### config.mk
export PLATFORM = sky130hd
export DESIGN_NAME = rss_top
export DESIGN_NICKNAME = d
export VERILOG_FILES = /design/src/rtl/rss_fifo.v /design/src/rtl/rss_top.v
export VERILOG_INCLUDE_DIRS = /design/src /design/src/rtl
export SDC_FILE = /design/constraint.sdc
export NUM_CORES = 1
export LEC_CHECK = 0
export ABC_AREA = 0
export ABC_CLOCK_PERIOD_IN_PS = 5900
export BUFFER_PORTS_ARGS = -buffer_cell sky130_fd_sc_hd__clkbuf_2
export CAP_MARGIN = 30
export CORE_MARGIN = 2
export CORE_UTILIZATION = 34
export DETAILED_ROUTE_END_ITERATION = 8
export PLACE_DENSITY = 0.51
export SYNTH_ARGS = -nofsm -noshare
export SYNTH_HDL_FRONTEND = slang
export SYNTH_SLANG_ARGS = --single-unit
### constraint.sdc
create_clock -name clk -period 5.9 [get_ports clk]
set_input_delay 1.18 -clock clk [delete_from_list [all_inputs] [get_ports clk]]
set_output_delay 1.18 -clock clk [all_outputs]
set_load 0.02 [all_outputs]
### src/rtl/rss_defines.vh
// Constants for the receiver strobe and serial I/O block.
// Assumes a 25 MHz system clock; included by rtl/rss_top.v and rtl/rss_fifo.v.
`ifndef RSS_DEFINES_VH
`define RSS_DEFINES_VH

`define RSS_CLK_HZ 25000000
`define RSS_MARK_MIN_NS 150
// Least width rounds up: 150 ns at 40 ns is 4 cycles, must exceed 3.75
`define RSS_MARK_MIN_CYC ((`RSS_MARK_MIN_NS * 25 + 999) / 1000)
`define RSS_RST_MIN_US 20
// Reset shorter than this is a glitch; longest time rounds down
`define RSS_RST_MIN_CYC ((`RSS_RST_MIN_US * 25))
`define RSS_BAUD_DEFAULT 4'h2
`define RSS_BAUD_COUNT 9
`define RSS_FIFO_WIDTH 8
`define RSS_FIFO_DEPTH 16

`endif

### src/rtl/rss_fifo.v
// Flip-flop FIFO with valid/ready on both sides.
// Assumes one clock and a synchronous active-high reset.
`timescale 1ns/100ps
`include "rss_defines.vh"
module rss_fifo #(
    parameter WIDTH = `RSS_FIFO_WIDTH,
    parameter DEPTH = `RSS_FIFO_DEPTH,
    parameter AW = 4
) (
    input wire clk,
    input wire srst,
    input wire in_valid,
    output wire in_ready,
    input wire [WIDTH-1:0] in_data,
    output wire out_valid,
    input wire out_ready,
    output wire [WIDTH-1:0] out_data
);
    reg [WIDTH-1:0] mem_reg [0:DEPTH-1];
    reg [AW-1:0] wr_reg;
    reg [AW-1:0] rd_reg;
    reg [AW:0] cnt_reg;
    wire push;
    wire pop;

    assign in_ready = (cnt_reg != DEPTH[AW:0]);
    assign out_valid = (cnt_reg != {(AW+1){1'b0}});
    assign out_data = mem_reg[rd_reg];
    assign push = in_valid & in_ready;
    assign pop = out_valid & out_ready;

    always @(posedge clk) begin
        if (srst) begin
            wr_reg <= {AW{1'b0}};
            rd_reg <= {AW{1'b0}};
            cnt_reg <= {(AW+1){1'b0}};
        end else begin
            if (push) begin
                mem_reg[wr_reg] <= in_data;
                wr_reg <= (wr_reg == DEPTH[AW-1:0] - 1'b1) ? {AW{1'b0}}
                          : wr_reg + 1'b1;
            end
            if (pop)
                rd_reg <= (rd_reg == DEPTH[AW-1:0] - 1'b1) ? {AW{1'b0}}
                          : rd_reg + 1'b1;
            if (push & ~pop)
                cnt_reg <= cnt_reg + 1'b1;
            else if (pop & ~push)
                cnt_reg <= cnt_reg - 1'b1;
        end
    end
endmodule // rss_fifo

### src/rtl/rss_top.v
// Strobe inputs/outputs and three serial ports of a navigation receiver.
// Assumes inputs synchronous to clk; firmware state arrives on plain ports.
`timescale 1ns/100ps
`include "rss_defines.vh"
module rss_top #(
    parameter RST_MIN_CYC = `RSS_RST_MIN_CYC,
    parameter MARK_MIN_CYC = `RSS_MARK_MIN_CYC,
    parameter DIV_W = 32
) (
    input wire clk,
    input wire srst,
    input wire ext_reset_n,
    input wire rx_error_state,
    input wire rx_position_valid,
    input wire sat_time_epoch,
    input wire mark_a_polarity,
    input wire mark_b_polarity,
    input wire mark_b_enable_cmd,
    input wire port_c_mode_none,
    input wire port_c_mode_set,
    input wire time_pulse_polarity,
    input wire [DIV_W-1:0] time_pulse_width,
    input wire freq_out_polarity,
    input wire [DIV_W-1:0] freq_half_period,
    input wire [3:0] baud_sel_a,
    input wire [3:0] baud_sel_b,
    input wire [3:0] baud_sel_c,
    input wire baud_load,
    input wire user_strap_pin,
    input wire mark_input_a,
    input wire mark_b_shared_pin,
    input wire serial_a_rx,
    input wire serial_a_cts,
    input wire serial_b_rx,
    input wire serial_b_cts,
    input wire [7:0] rx_data_byte,
    input wire rx_data_valid,
    output wire rx_data_ready,
    output wire [7:0] tx_data_byte,
    output wire tx_data_valid,
    input wire tx_data_ready,
    output reg error_flag_out,
    output reg position_valid_out,
    output reg time_pulse_out,
    output reg variable_freq_out,
    output reg mark_a_event,
    output reg mark_b_event,
    output reg serial_a_differential,
    output reg port_c_enabled,
    output reg [3:0] baud_a,
    output reg [3:0] baud_b,
    output reg [3:0] baud_c,
    output reg [15:0] baud_div_a,
    output reg [15:0] baud_div_b,
    output reg [15:0] baud_div_c,
    output wire serial_c_receive,
    output wire serial_a_rts,
    output wire serial_b_rts,
    output wire in_reset
);
    localparam ST_RESET = 2'h0;
    localparam ST_RUN = 2'h1;
    localparam ST_HOLD = 2'h2;

    reg [1:0] state_reg;
    reg [1:0] state_next;
    reg [31:0] rst_cnt_reg;
    reg strap_taken_reg;
    reg [2:0] ma_sync_reg;
    reg [2:0] mb_sync_reg;
    reg [7:0] ma_cnt_reg;
    reg [7:0] mb_cnt_reg;
    reg ma_done_reg;
    reg mb_done_reg;
    reg [DIV_W-1:0] tp_cnt_reg;
    reg tp_active_reg;
    reg [DIV_W-1:0] vf_cnt_reg;
    reg vf_phase_reg;
    wire core_rst;
    wire ma_level;
    wire mb_level;

    // Bit rate divider for a 16x oversampling UART
    function [15:0] baud_div;
        input [3:0] sel;
        begin
            case (sel)
                4'h0: baud_div = 16'h028b; // 2400
                4'h1: baud_div = 16'h0146; // 4800
                4'h2: baud_div = 16'h00a3; // 9600
                4'h3: baud_div = 16'h0051; // 19200
                4'h4: baud_div = 16'h0029; // 38400
                4'h5: baud_div = 16'h001b; // 57600
                4'h6: baud_div = 16'h000e; // 115200
                4'h7: baud_div = 16'h0007; // 230400
                4'h8: baud_div = 16'h0003; // 460800
                default: baud_div = 16'h00a3;
            endcase
        end
    endfunction

    // Reset sequencer: one register releases every strobe together
    always @* begin
        case (state_reg)
            ST_RESET: state_next = ext_reset_n ? ST_RUN : ST_RESET;
            ST_RUN: state_next = ext_reset_n ? ST_RUN : ST_HOLD;
            ST_HOLD: begin
                if (ext_reset_n)
                    state_next = ST_RUN;
                else if (rst_cnt_reg >= RST_MIN_CYC - 1)
                    state_next = ST_RESET;
                else
                    state_next = ST_HOLD;
            end
            default: state_next = ST_RESET;
        endcase
    end

    always @(posedge clk) begin
        if (srst) begin
            state_reg <= ST_RESET;
            rst_cnt_reg <= 32'h00000000;
        end else begin
            state_reg <= state_next;
            rst_cnt_reg <= (state_reg == ST_HOLD) ? rst_cnt_reg + 1'b1
                           : 32'h00000000;
        end
    end

    assign core_rst = srst | (state_reg == ST_RESET);
    assign in_reset = core_rst;

    // Strap caught once on the first clock after reset release
    always @(posedge clk) begin
        if (core_rst) begin
            strap_taken_reg <= 1'b0;
            serial_a_differential <= 1'b0;
        end else if (!strap_taken_reg) begin
            strap_taken_reg <= 1'b1;
            serial_a_differential <= user_strap_pin;
        end
    end

    // Shared pin ownership and bit rates
    always @(posedge clk) begin
        if (core_rst) begin
            port_c_enabled <= 1'b1;
            baud_a <= `RSS_BAUD_DEFAULT;
            baud_b <= `RSS_BAUD_DEFAULT;
            baud_c <= `RSS_BAUD_DEFAULT;
        end else begin
            // Mark B only once the port has been put to no protocol
            if (port_c_mode_set)
                port_c_enabled <= ~port_c_mode_none;
            else if (mark_b_enable_cmd && !port_c_enabled)
                port_c_enabled <= 1'b0;
            if (baud_load) begin
                // Unknown codes are ignored, keeping the old rate
                if (baud_sel_a < `RSS_BAUD_COUNT)
                    baud_a <= baud_sel_a;
                if (baud_sel_b < `RSS_BAUD_COUNT)
                    baud_b <= baud_sel_b;
                if (baud_sel_c < `RSS_BAUD_COUNT)
                    baud_c <= baud_sel_c;
            end
        end
        baud_div_a <= baud_div(baud_a);
        baud_div_b <= baud_div(baud_b);
        baud_div_c <= baud_div(baud_c);
    end

    assign serial_c_receive = port_c_enabled ? mark_b_shared_pin : 1'b1;
    // RTS from FIFO ready on A and B only, CTS ignored; port C has no flow control
    assign serial_a_rts = ~rx_data_ready | serial_a_cts & 1'b0;
    assign serial_b_rts = ~rx_data_ready;

    // Mark inputs: three-stage sync, then a width qualifier
    always @(posedge clk) begin
        if (core_rst) begin
            ma_sync_reg <= 3'h7;
            mb_sync_reg <= 3'h7;
        end else begin
            ma_sync_reg <= {ma_sync_reg[1:0], mark_input_a};
            mb_sync_reg <= {mb_sync_reg[1:0], mark_b_shared_pin};
        end
    end

    // Polarity 0 means active low
    assign ma_level = ma_sync_reg[2] ^ ~mark_a_polarity;
    assign mb_level = (mb_sync_reg[2] ^ ~mark_b_polarity)
                      & ~port_c_enabled;

    always @(posedge clk) begin
        if (core_rst) begin
            ma_cnt_reg <= 8'h00;
            mb_cnt_reg <= 8'h00;
            ma_done_reg <= 1'b0;
            mb_done_reg <= 1'b0;
            mark_a_event <= 1'b0;
            mark_b_event <= 1'b0;
        end else begin
            mark_a_event <= 1'b0;
            mark_b_event <= 1'b0;
            if (!ma_level) begin
                ma_cnt_reg <= 8'h00;
                ma_done_reg <= 1'b0;
            end else if (!ma_done_reg) begin
                ma_cnt_reg <= ma_cnt_reg + 1'b1;
                if (ma_cnt_reg == MARK_MIN_CYC - 1) begin
                    mark_a_event <= 1'b1;
                    ma_done_reg <= 1'b1;
                end
            end
            if (!mb_level) begin
                mb_cnt_reg <= 8'h00;
                mb_done_reg <= 1'b0;
            end else if (!mb_done_reg) begin
                mb_cnt_reg <= mb_cnt_reg + 1'b1;
                if (mb_cnt_reg == MARK_MIN_CYC - 1) begin
                    mark_b_event <= 1'b1;
                    mb_done_reg <= 1'b1;
                end
            end
        end
    end

    // Flags and pulse outputs
    always @(posedge clk) begin
        if (core_rst) begin
            error_flag_out <= 1'b0;
            position_valid_out <= 1'b0;
            time_pulse_out <= 1'b1;
            tp_active_reg <= 1'b0;
            tp_cnt_reg <= {DIV_W{1'b0}};
            variable_freq_out <= 1'b1;
            vf_phase_reg <= 1'b0;
            vf_cnt_reg <= {DIV_W{1'b0}};
        end else begin
            error_flag_out <= rx_error_state;
            position_valid_out <= rx_position_valid;
            // Leading edge tracks the epoch strobe; width counts after it
            if (sat_time_epoch && time_pulse_width != {DIV_W{1'b0}}) begin
                tp_active_reg <= 1'b1;
                tp_cnt_reg <= time_pulse_width - 1'b1;
            end else if (tp_active_reg) begin
                if (tp_cnt_reg == {DIV_W{1'b0}})
                    tp_active_reg <= 1'b0;
                else
                    tp_cnt_reg <= tp_cnt_reg - 1'b1;
            end
            time_pulse_out <= (sat_time_epoch && time_pulse_width != 0
                               || tp_active_reg && tp_cnt_reg != 0)
                              ^ ~time_pulse_polarity;
            // Zero half period holds idle (0 Hz); fastest is clk/2
            if (freq_half_period == {DIV_W{1'b0}}) begin
                vf_phase_reg <= 1'b0;
                vf_cnt_reg <= {DIV_W{1'b0}};
            end else if (vf_cnt_reg >= freq_half_period - 1'b1) begin
                vf_cnt_reg <= {DIV_W{1'b0}};
                vf_phase_reg <= ~vf_phase_reg;
            end else begin
                vf_cnt_reg <= vf_cnt_reg + 1'b1;
            end
            variable_freq_out <= vf_phase_reg ^ ~freq_out_polarity;
        end
    end

    // Received bytes buffered toward the host link
    rss_fifo #(
        .WIDTH(`RSS_FIFO_WIDTH),
        .DEPTH(`RSS_FIFO_DEPTH),
        .AW(4)
    ) u_fifo (
        .clk(clk),
        .srst(core_rst),
        .in_valid(rx_data_valid),
        .in_ready(rx_data_ready),
        .in_data(rx_data_byte),
        .out_valid(tx_data_valid),
        .out_ready(tx_data_ready),
        .out_data(tx_data_byte)
    );
endmodule // rss_top

; Yosys cells after proc, flatten, opt, wreduce, memory -nomap -nowiden
; Memories as Yosys holds them, arrays and structs flattened. A register that Yosys moved wholly into a read port is not among the register bits.
; Index checks and enable logic that the tools add are counted.
[op_classes]
magnitude_cmp = 5
n_eq_ne = 8
n_reduce_logical = 25
add_sub_neg = 11
n_bitwise = 23
muxes = 28
[op_table]
columns = cell, n
row1 = 32-bit two-way mux, 3
row2 = 32-bit by 1-bit subtractor with 32-bit output (second input constant), 3
row3 = 32-bit by 1-bit adder with 32-bit output (second input constant), 2
row4 = 32-bit zero test, 2
row5 = 32-bit nonzero test, 2
row6 = 32-bit >= comparator, 1
row7 = 32-bit by 9-bit >= comparator with 1-bit output (second input constant), 1
row8 = 8-bit by 1-bit adder with 8-bit output (second input constant), 2
row9 = 8-bit by 2-bit == test with 1-bit output (second input constant), 2
row10 = 4-bit two-way mux, 4
row11 = 1-bit two-way mux, 15
row12 = 1-bit inverter, 13
row13 = 4-bit < comparator (second input constant), 3
row14 = 5-bit two-way mux, 2
row15 = 3-bit OR reduction, 3
row16 = 4-bit by 1-bit adder with 4-bit output (second input constant), 2
row17 = 4-bit == test (second input constant), 2
row18 = 2-bit AND reduction, 4
row19 = 2-bit OR reduction, 4
row20 = 2-bit two-way mux, 3
row21 = 2-bit one-hot mux with 3 select lines, 1
row22 = 2-bit nonzero test, 3
row23 = 5-bit by 1-bit adder with 5-bit output (second input constant), 1
row24 = 1-bit bitwise AND, 5
row25 = 12 further kinds, 17
[word_totals]
memories = 4
ff_bits = 206
romBits = 480
out_inout_bits = 82
ramBits = 128
word_cells = 134
in_bits = 107
[mem_list]
columns = memory, depth, word_bits, read_ports, rd_ports_with_merged_regs, write_ports, line_no
row1 = (name not given), 16, 10, 1, 1, 0, rss_top.v:87  ; case (sel)
row2 = (name not given), 16, 10, 1, 1, 0, rss_top.v:87
row3 = (name not given), 16, 10, 1, 1, 0, rss_top.v:87
row4 = u_fifo.mem_reg, 16, 8, 1, 1, 1, rss_fifo.v:19  ; reg [WIDTH-1:0] mem_reg [0:DEPTH-1];

; Logic depth before layout (Yosys ltp)
; Gate-level depths: netlist (run 1).
[logic_depth]
depth_word = 6
depth_mapped = 18

; By module
; A second synthesis (run 1) with hierarchy kept.
[unflattened]
hier_cells = 1462
area_unflattened_um2 = 15421.0
[modules_own_cells]
columns = module, cells_each, instances, area_per_inst_um2
row1 = rss_top, 1153, 1, 9668.0
row2 = rss_fifo, 309, 1, 5753.0

; Worst setup path after synthesis (run 1)
; No wires, ideal clock.
[synth_path]
path_type = input -> register
start = input time_pulse_width[3]
end = register tp_cnt_reg[26]
slack_ns = 0.238
required_ns = 5.814
t_arrival_ns = 5.576
setup_ns = 0.086
stages = 16
path_cell_list = or4_4 or4_4 o31a_1 buf_6 clkbuf_1 buf_1 mux2i_1 ha_1 or4b_2 or2_2 nor2_1 mux2i_1 nor4_1 xor2_1 nor2_1 a211oi_1
[synth_between]
elab_chain_len = 4
word_cells_on_any_way = 7
[synth_rtl]
columns = item, line_no
row1 = start: declaration, rss_top.v:22  ; input wire [DIV_W-1:0] time_pulse_width,
row2 = branches (longest 4 deep; another with 32-bit by 1-bit subtractor with 32-bit output), n/a
row3 = end signal: assignment, rss_top.v:234  ; tp_cnt_reg <= {DIV_W{1'b0}};
row4 = end signal: assignment, rss_top.v:244  ; tp_cnt_reg <= time_pulse_width - 1'b1;
row5 = end signal: assignment, rss_top.v:249  ; tp_cnt_reg <= tp_cnt_reg - 1'b1;
row6 = end: declaration, rss_top.v:75  ; reg [DIV_W-1:0] tp_cnt_reg;
; Parallel ways; which one is timed is not known.
; A chain may end at the register's enable or synchronous reset.

; Worst setup path in the final report (run 1)
[layout_path]
start = input time_pulse_width[9]
end = register tp_cnt_reg[28]
; Same word-level chain as after synthesis.

==> flow_metrics.env, run 1 <==
export IMPL_utilization_pct=40.17
export IMPL_worst_setup_hold_path_clk_slew_ns=0.05
export IMPL_route_met3_wl_um=1230
export IMPL_hold_path_class="reg2reg"
export IMPL_top_layer_used="met4"
export IMPL_wirelength_um=33770
export IMPL_num_rows=77
export IMPL_synthCells=1403
export IMPL_dr_total_vias=10716
export IMPL_die_h_um=214.4
export IMPL_gp_congestion=0.7962
export IMPL_drive_gt1_share_pct=18.28
export IMPL_nets=1723
export IMPL_synth_most_common_cell="nor2_1"
export IMPL_internal_power_mw=3.799
export IMPL_overflow=0
export IMPL_ant_nets=0
export IMPL_h_tree_depth=2
export IMPL_final_cell_count_no_fill=2190
export IMPL_tns_ns=0
export IMPL_critPathKind="in2reg"
export IMPL_netlist_area_mm2=0.01505
export IMPL_root_buffer="clkbuf_16"
export IMPL_initial_core_util_pct=34.25
export IMPL_synth_common_cells="nor2_1, dfxtp_1, edfxtp_1"
export IMPL_drv_cap=0
export IMPL_final_setup_viol_count=0
export IMPL_period_needed_ns=5.097
export IMPL_synth_seq_area_share_pct=51.09
export IMPL_hold_buffers=0
export IMPL_die_area_mm2=0.04595
export IMPL_ys_seq_elements=320
export IMPL_num_io_pins=189
export IMPL_die_x_um=214.4
export IMPL_yosys_warnings=0
export IMPL_hold_viol_final=0
export IMPL_async_flop_share_pct=0
export IMPL_p_clk_share_pct=45.7
export IMPL_crit_path_end_kind="register"
export IMPL_wl_per_cell_um=15.42
export IMPL_relSlewSlack_pct=35.50
export IMPL_cts_buffers=38
export IMPL_max_freq_mhz=196.2
export IMPL_grt_usage_pct=14.71
export IMPL_syn_to_final_growth_pct=17.28
export IMPL_drtPass1Iterations=4
export IMPL_power_density_mw_per_mm2=281.1
export IMPL_clock_latency_ns=0.55
export IMPL_hold_slack_ns=0.4085
export IMPL_cts_sinks=320
export IMPL_wl_met1_um=15940
export IMPL_dpl_hpwl_um=23790
export IMPL_place_inst=2120
export IMPL_worst_ep_arrival_time_ns=5.55
export IMPL_io_buffers=165
export IMPL_p_sw_mw=1.160
export IMPL_largest_reg_flops=128
export IMPL_grt_max_degree=46
export IMPL_p_total_mw=4.960
export IMPL_pwr_share_seq_pct=47.2
export IMPL_cts_tree="done"
export IMPL_avgSynthCellArea_um2=10.72
export IMPL_irDropWorstVdd_mv=0.1600
export IMPL_yosys_area_top_type="dfxtp_1"
export IMPL_slew_violations=0
export IMPL_synth_edf_count=128
export IMPL_critPathLaunchType="input port"
export IMPL_antenna_found_initial=1
export IMPL_status="complete, no violations"
export IMPL_tightestPinTransition_ns=0.9571
export IMPL_clk_path_buf_depth=3
export IMPL_first_iter_violations=496
export IMPL_cts_setup_buffers=0
export IMPL_swShare_pct=23.40
export IMPL_met2_length_um=15600
export IMPL_synth_flop_cell="dfxtp_1"
export IMPL_core_area_mm2=0.04393
export IMPL_post_drt_via_cell_ratio=4.893
export IMPL_netlist_area_leader_share_pct=25.54
export IMPL_worst_ep_required_time_ns=6.36
export IMPL_drc_errors=0
export IMPL_leakagePower_nw=6.383
export IMPL_synthTopCellsByArea="dfxtp_1, edfxtp_1, mux4_2"
export IMPL_rsz0062_at_grt="no"
export IMPL_cts_repair_resized=0
export IMPL_fin_worst_skew_ns=0.01062
export IMPL_ys_types=69
export IMPL_grt_pass1_wl_um=55430
export IMPL_finalCritPeriodShare_pct=86.39
export IMPL_n_fill_cell=4346
export IMPL_critPathMaxFanout=8
export IMPL_p_comb_share_pct=7.1
export IMPL_grt_pass1_vias=10483
-- path summary, 6_finish.rpt --
kind                       startpoint             end  slack [ns]  depth (start not counted)
hold reg to reg        ma_sync_reg[1]  ma_sync_reg[2]        0.41                          1
hold / removal         ma_sync_reg[1]  ma_sync_reg[2]        0.41                          1
setup reg to reg        tp_cnt_reg[2]  tp_cnt_reg[17]        2.56                          8
setup / recovery  time_pulse_width[9]  tp_cnt_reg[28]        0.80                         14
-- routing by layer --
layer / up-vias / global-route usage, %
met5: - / 0
met4: 0 / 5.856
met3: 59 / 2.582
met2: 162 / 23.99
met1: 5117 / 19.44
li1: 5378 / -
-- critical path, stage by stage --
cell      delay, ns
clkbuf_2       0.15
or4_1          0.59
or4_4          0.48
o31a_1         0.41
mux2i_1        0.21
ha_1           0.19
or4b_2         0.63
or2_2          0.35
nor2_1         0.18
mux2i_1        0.32
nor4_1         0.42
xor2_1         0.18
nor2_1         0.05
a211oi_1       0.21
-- layout make-up --
class,instances,area [um^2],area share (%)
clock inverter,14,135.1,0.7657
clock buffer,55,1065,6.034
sequential,320,7689,43.57
multi-input combinational,1007,7002,39.68
inverter,22,82.58,0.4680
tap,592,740.7,4.197
antenna,1,2.502,0.01418
timing repair buffer,179,930.9,5.275
-- layout by cell type (no fill, tap or decap), types with 8 or more instances in the layout --
master,instances
or3_1,30
edfxtp_1,128
xor2_1,91
mux4_2,40
nand2_1,104
clkbuf_2,165
and4_1,9
clkbuf_16,38
or4_1,13
conb_1,18
nand3_1,30
clkbuf_1,12
ha_1,47
a21o_1,8
mux2i_1,18
and3_1,18
dfxtp_1,191
nor2_1,198
nand4_1,23
nor3_1,56
nand2b_1,20
o21ai_0,28
xnor2_1,71
a211oi_1,19
nor4_1,26
inv_1,22
a21oi_1,46
buf_4,14
-- logic make-up (layout without fill, tap and decap cells) --
logic type / count (synthesis) / count (layout) / synth area share (%)
buf+inv: 93 / 270 / 2.852
mux: 62 / 62 / 7.509
other cells: 1 / 19 / 0.02492
fa+ha+maj: 48 / 48 / 4.041
xor+xnor: 162 / 162 / 9.430
flops: 320 / 320 / 51.09
simple gates: 561 / 561 / 18.16
compound gates: 156 / 156 / 6.894
-- through the flow --
step	area (um^2)	worst slack, ns
5_1_grt	17650	0.5223
3_3_place_gp	16440	0.3181
6_report	17650	0.8029
3_5_place_dp	16440	0.2592
4_1_cts	17640	0.8494
2_1_floorplan	15110	0.2383
-- power groups by stage --
stage / clock (mW) / combinational (mW) / sequential (mW)
after floorplan: 0 / 0.223 / 2.39
after global routing: 2.44 / 0.393 / 2.34
after CTS: 2.36 / 0.355 / 2.34
after detailed placement: 0 / 0.354 / 2.39
after global placement: 0 / 0.349 / 2.39
final: 2.27 / 0.352 / 2.34
(Power assumes the default switching activity.)
==> run 2, diff against run 1 <==
--- a/config.mk
+++ b/config.mk
@@ -12,6 +12,7 @@
 export CAP_MARGIN = 30
 export CORE_MARGIN = 2
 export CORE_UTILIZATION = 34
+export CTS_BUF_LIST = sky130_fd_sc_hd__clkbuf_4
 export DETAILED_ROUTE_END_ITERATION = 8
 export PLACE_DENSITY = 0.51
 export SYNTH_ARGS = -nofsm -noshare
==> run 2 against run 1 <==
  * Cell count grew 3.9%
  * Die area unchanged
  * Sequential share of layout area up 0.21 points
  * Maximum frequency up 4.4%
  * Via count increased by 3.5%
  * Critical path depth stayed put
  * Largest power group unchanged
==> flow_metrics.env, run 2 (synthesized netlist as in run 1, its figures left out) <==
export IMPL_grt_pass1_wl_um=56280
export IMPL_overflow=0
export IMPL_use_met2_pct=24.15
export IMPL_critical_path_top_delay_family="simple AND/OR/NAND/NOR gates"
export IMPL_crit_path_end_kind="register"
export IMPL_antenna_found_initial=2
export IMPL_worst_ep_required_time_ns=6.55
export IMPL_h_tree_depth=3
export IMPL_period_needed_ns=4.880
export IMPL_critPathMaxFanout=8
export IMPL_syn_to_final_growth_pct=16.71
export IMPL_io_buffers=165
export IMPL_die_x_um=214.4
export IMPL_tightestPinTransition_ns=1.024
export IMPL_nets=1775
export IMPL_max_stage_delay_ns=0.63
export IMPL_critPathLaunchType="input port"
export IMPL_cts_setup_buffers=0
export IMPL_drtPass1Iterations=5
export IMPL_drv_cap=0
export IMPL_cts_tree="done"
export IMPL_post_drt_via_cell_ratio=4.873
export IMPL_grt_usage_pct=14.97
export IMPL_core_area_mm2=0.04393
export IMPL_worst_ep_arrival_time_ns=5.53
export IMPL_grt_pass1_vias=10964
export IMPL_design_area_mm2=0.01756
export IMPL_cts_sinks=320
export IMPL_postPlaceCellArea_mm2=0.01644
export IMPL_drive_gt1_share_pct=22.77
export IMPL_cts_repair_resized=0
export IMPL_leakagePower_nw=6.460
export IMPL_grt_most_used_layer="met2"
export IMPL_grt_use_met3_pct=3.574
export IMPL_final_setup_viol_count=0
export IMPL_status="complete, no violations"
export IMPL_clock_latency_ns=0.79
export IMPL_worstPathCellList="clkbuf_2 -> or4_1 -> or4_4 -> o31a_1 -> mux2i_1 -> ha_1 -> or4b_2 -> or2_2 -> nor2_1 -> mux2i_1 -> nor4_1 -> xor2_1 -> nor2_1 -> a211oi_1"
export IMPL_root_buffer="clkbuf_4"
export IMPL_worst_setup_hold_path_clk_slew_ns=0.06
export IMPL_tns_ns=0
export IMPL_cts_buffers=90
export IMPL_power_density_mw_per_mm2=265.6
export IMPL_wl_per_cell_um=14.99
export IMPL_wirelength_um=34120
export IMPL_max_freq_mhz=204.9
export IMPL_layout_commonest_cell="nor2_1"
export IMPL_relSlewSlack_pct=30.99
export IMPL_clk_path_buf_depth=3
export IMPL_cp_slowest_cell="or4b_2"
export IMPL_hold_viol_final=0
export IMPL_ant_nets=0
export IMPL_critPathBufInv=1
export IMPL_fin_worst_skew_ns=0.04829
export IMPL_irDropWorstVdd_mv=0.1228
export IMPL_dr_total_vias=11090
export IMPL_drc_errors=0
export IMPL_num_io_pins=189
export IMPL_hold_path_class="reg2reg"
export IMPL_n_fill_cell=4407
export IMPL_gr_usage_met1_pct=19.02
export IMPL_hold_buffers=0
export IMPL_finalCritPeriodShare_pct=82.72
export IMPL_die_area_mm2=0.04595
export IMPL_die_h_um=214.4
export IMPL_first_iter_violations=518
export IMPL_num_rows=77
export IMPL_grt_max_degree=46
export IMPL_initial_core_util_pct=34.25
export IMPL_slew_violations=0
export IMPL_dpl_hpwl_um=23790
export IMPL_layout_common_cells="nor2_1, dfxtp_1, clkbuf_2, clkbuf_4, edfxtp_1"
export IMPL_critPathKind="in2reg"
export IMPL_largest_reg_flops=128
export IMPL_gp_congestion=0.7962
export IMPL_rsz0062_at_grt="no"
==> run 2: cell count changes in the layout (fill, tap and decap cells not counted) <==
| cell | change |
|---|---|
| diode_2 | +1 |
| clkinv_4 | +1 |
| bufinv_16 | -2 |
| clkbuf_8 | -5 |
| clkinv_1 | +6 |
| clkbuf_1 | -12 |
| clkbuf_4 | +134 |
| clkinv_8 | -1 |
| clkinvlp_4 | +2 |
| clkbuf_16 | -38 |
==> run 2: power by group <==
| part | leakage, nW | internal, mW | total, mW | switching (mW) |
|---|---|---|---|---|
| sequential | 2.70 | 2.32 | 2.34 | 0.0207 |
| clock | 0.659 | 1.04 | 1.97 | 0.937 |
| combinational | 3.10 | 0.135 | 0.351 | 0.217 |
| total | 6.46 | 3.49 | 4.66 | 1.17 |
==> run 2: metrics by stage <==
stage	instances	hold WS, ns	worst slack, ns	power, mW	utilization, %
global placement	2120	0.3935	0.3181	2.737	37.43
global route	2276	0.4272	0.7592	4.933	39.97
finish	2276	0.4104	1.020	4.665	39.97
floorplan	1420	0.3899	0.2383	2.612	-
detailed placement	2120	0.3981	0.2592	2.741	37.43
CTS	2274	0.4157	1.126	4.782	39.96
==> run 2: area by class of cell <==
type | instances | area, um^2 | area share, %
sequential | 320 | 7689 | 43.78
clock inverter | 20 | 105.1 | 0.5985
tap | 592 | 740.7 | 4.218
inverter | 22 | 82.58 | 0.4703
antenna | 2 | 5.005 | 0.02850
clock buffer | 134 | 1006 | 5.729
multi-input combinational | 1007 | 7002 | 39.87
timing repair buffer | 179 | 930.9 | 5.301
==> run 2: metal layers <==
metal  vias to the layer above  wire length (um)
met1                      5244             15600
li1                       5546                 -
met3                        57              1619
met2                       243             16010
met4                         0               893
met5                         -                 0
==> run 2: path summary, 6_finish.rpt <==
| kind | endpoint | from | slack [ns] | cells past startpoint |
|---|---|---|---|---|
| min | ma_sync_reg[1] | ma_sync_reg[0] | 0.41 | 1 |
| max | tp_cnt_reg[28] | time_pulse_width[9] | 1.02 | 14 |
| min reg2reg | ma_sync_reg[1] | ma_sync_reg[0] | 0.41 | 1 |
| max reg2reg | tp_cnt_reg[17] | tp_cnt_reg[2] | 2.59 | 8 |
==> run 2: worst register-to-register path, stage by stage, from the launching register on <==
cell and delay (ns):
dfxtp_1 0.34, or4_1 0.60, nor4_1 0.33, nand2_1 0.20, o41a_1 0.77, nor2_1 0.58, nor3_1 0.09, a32oi_1 0.20
nand2_1 0.07
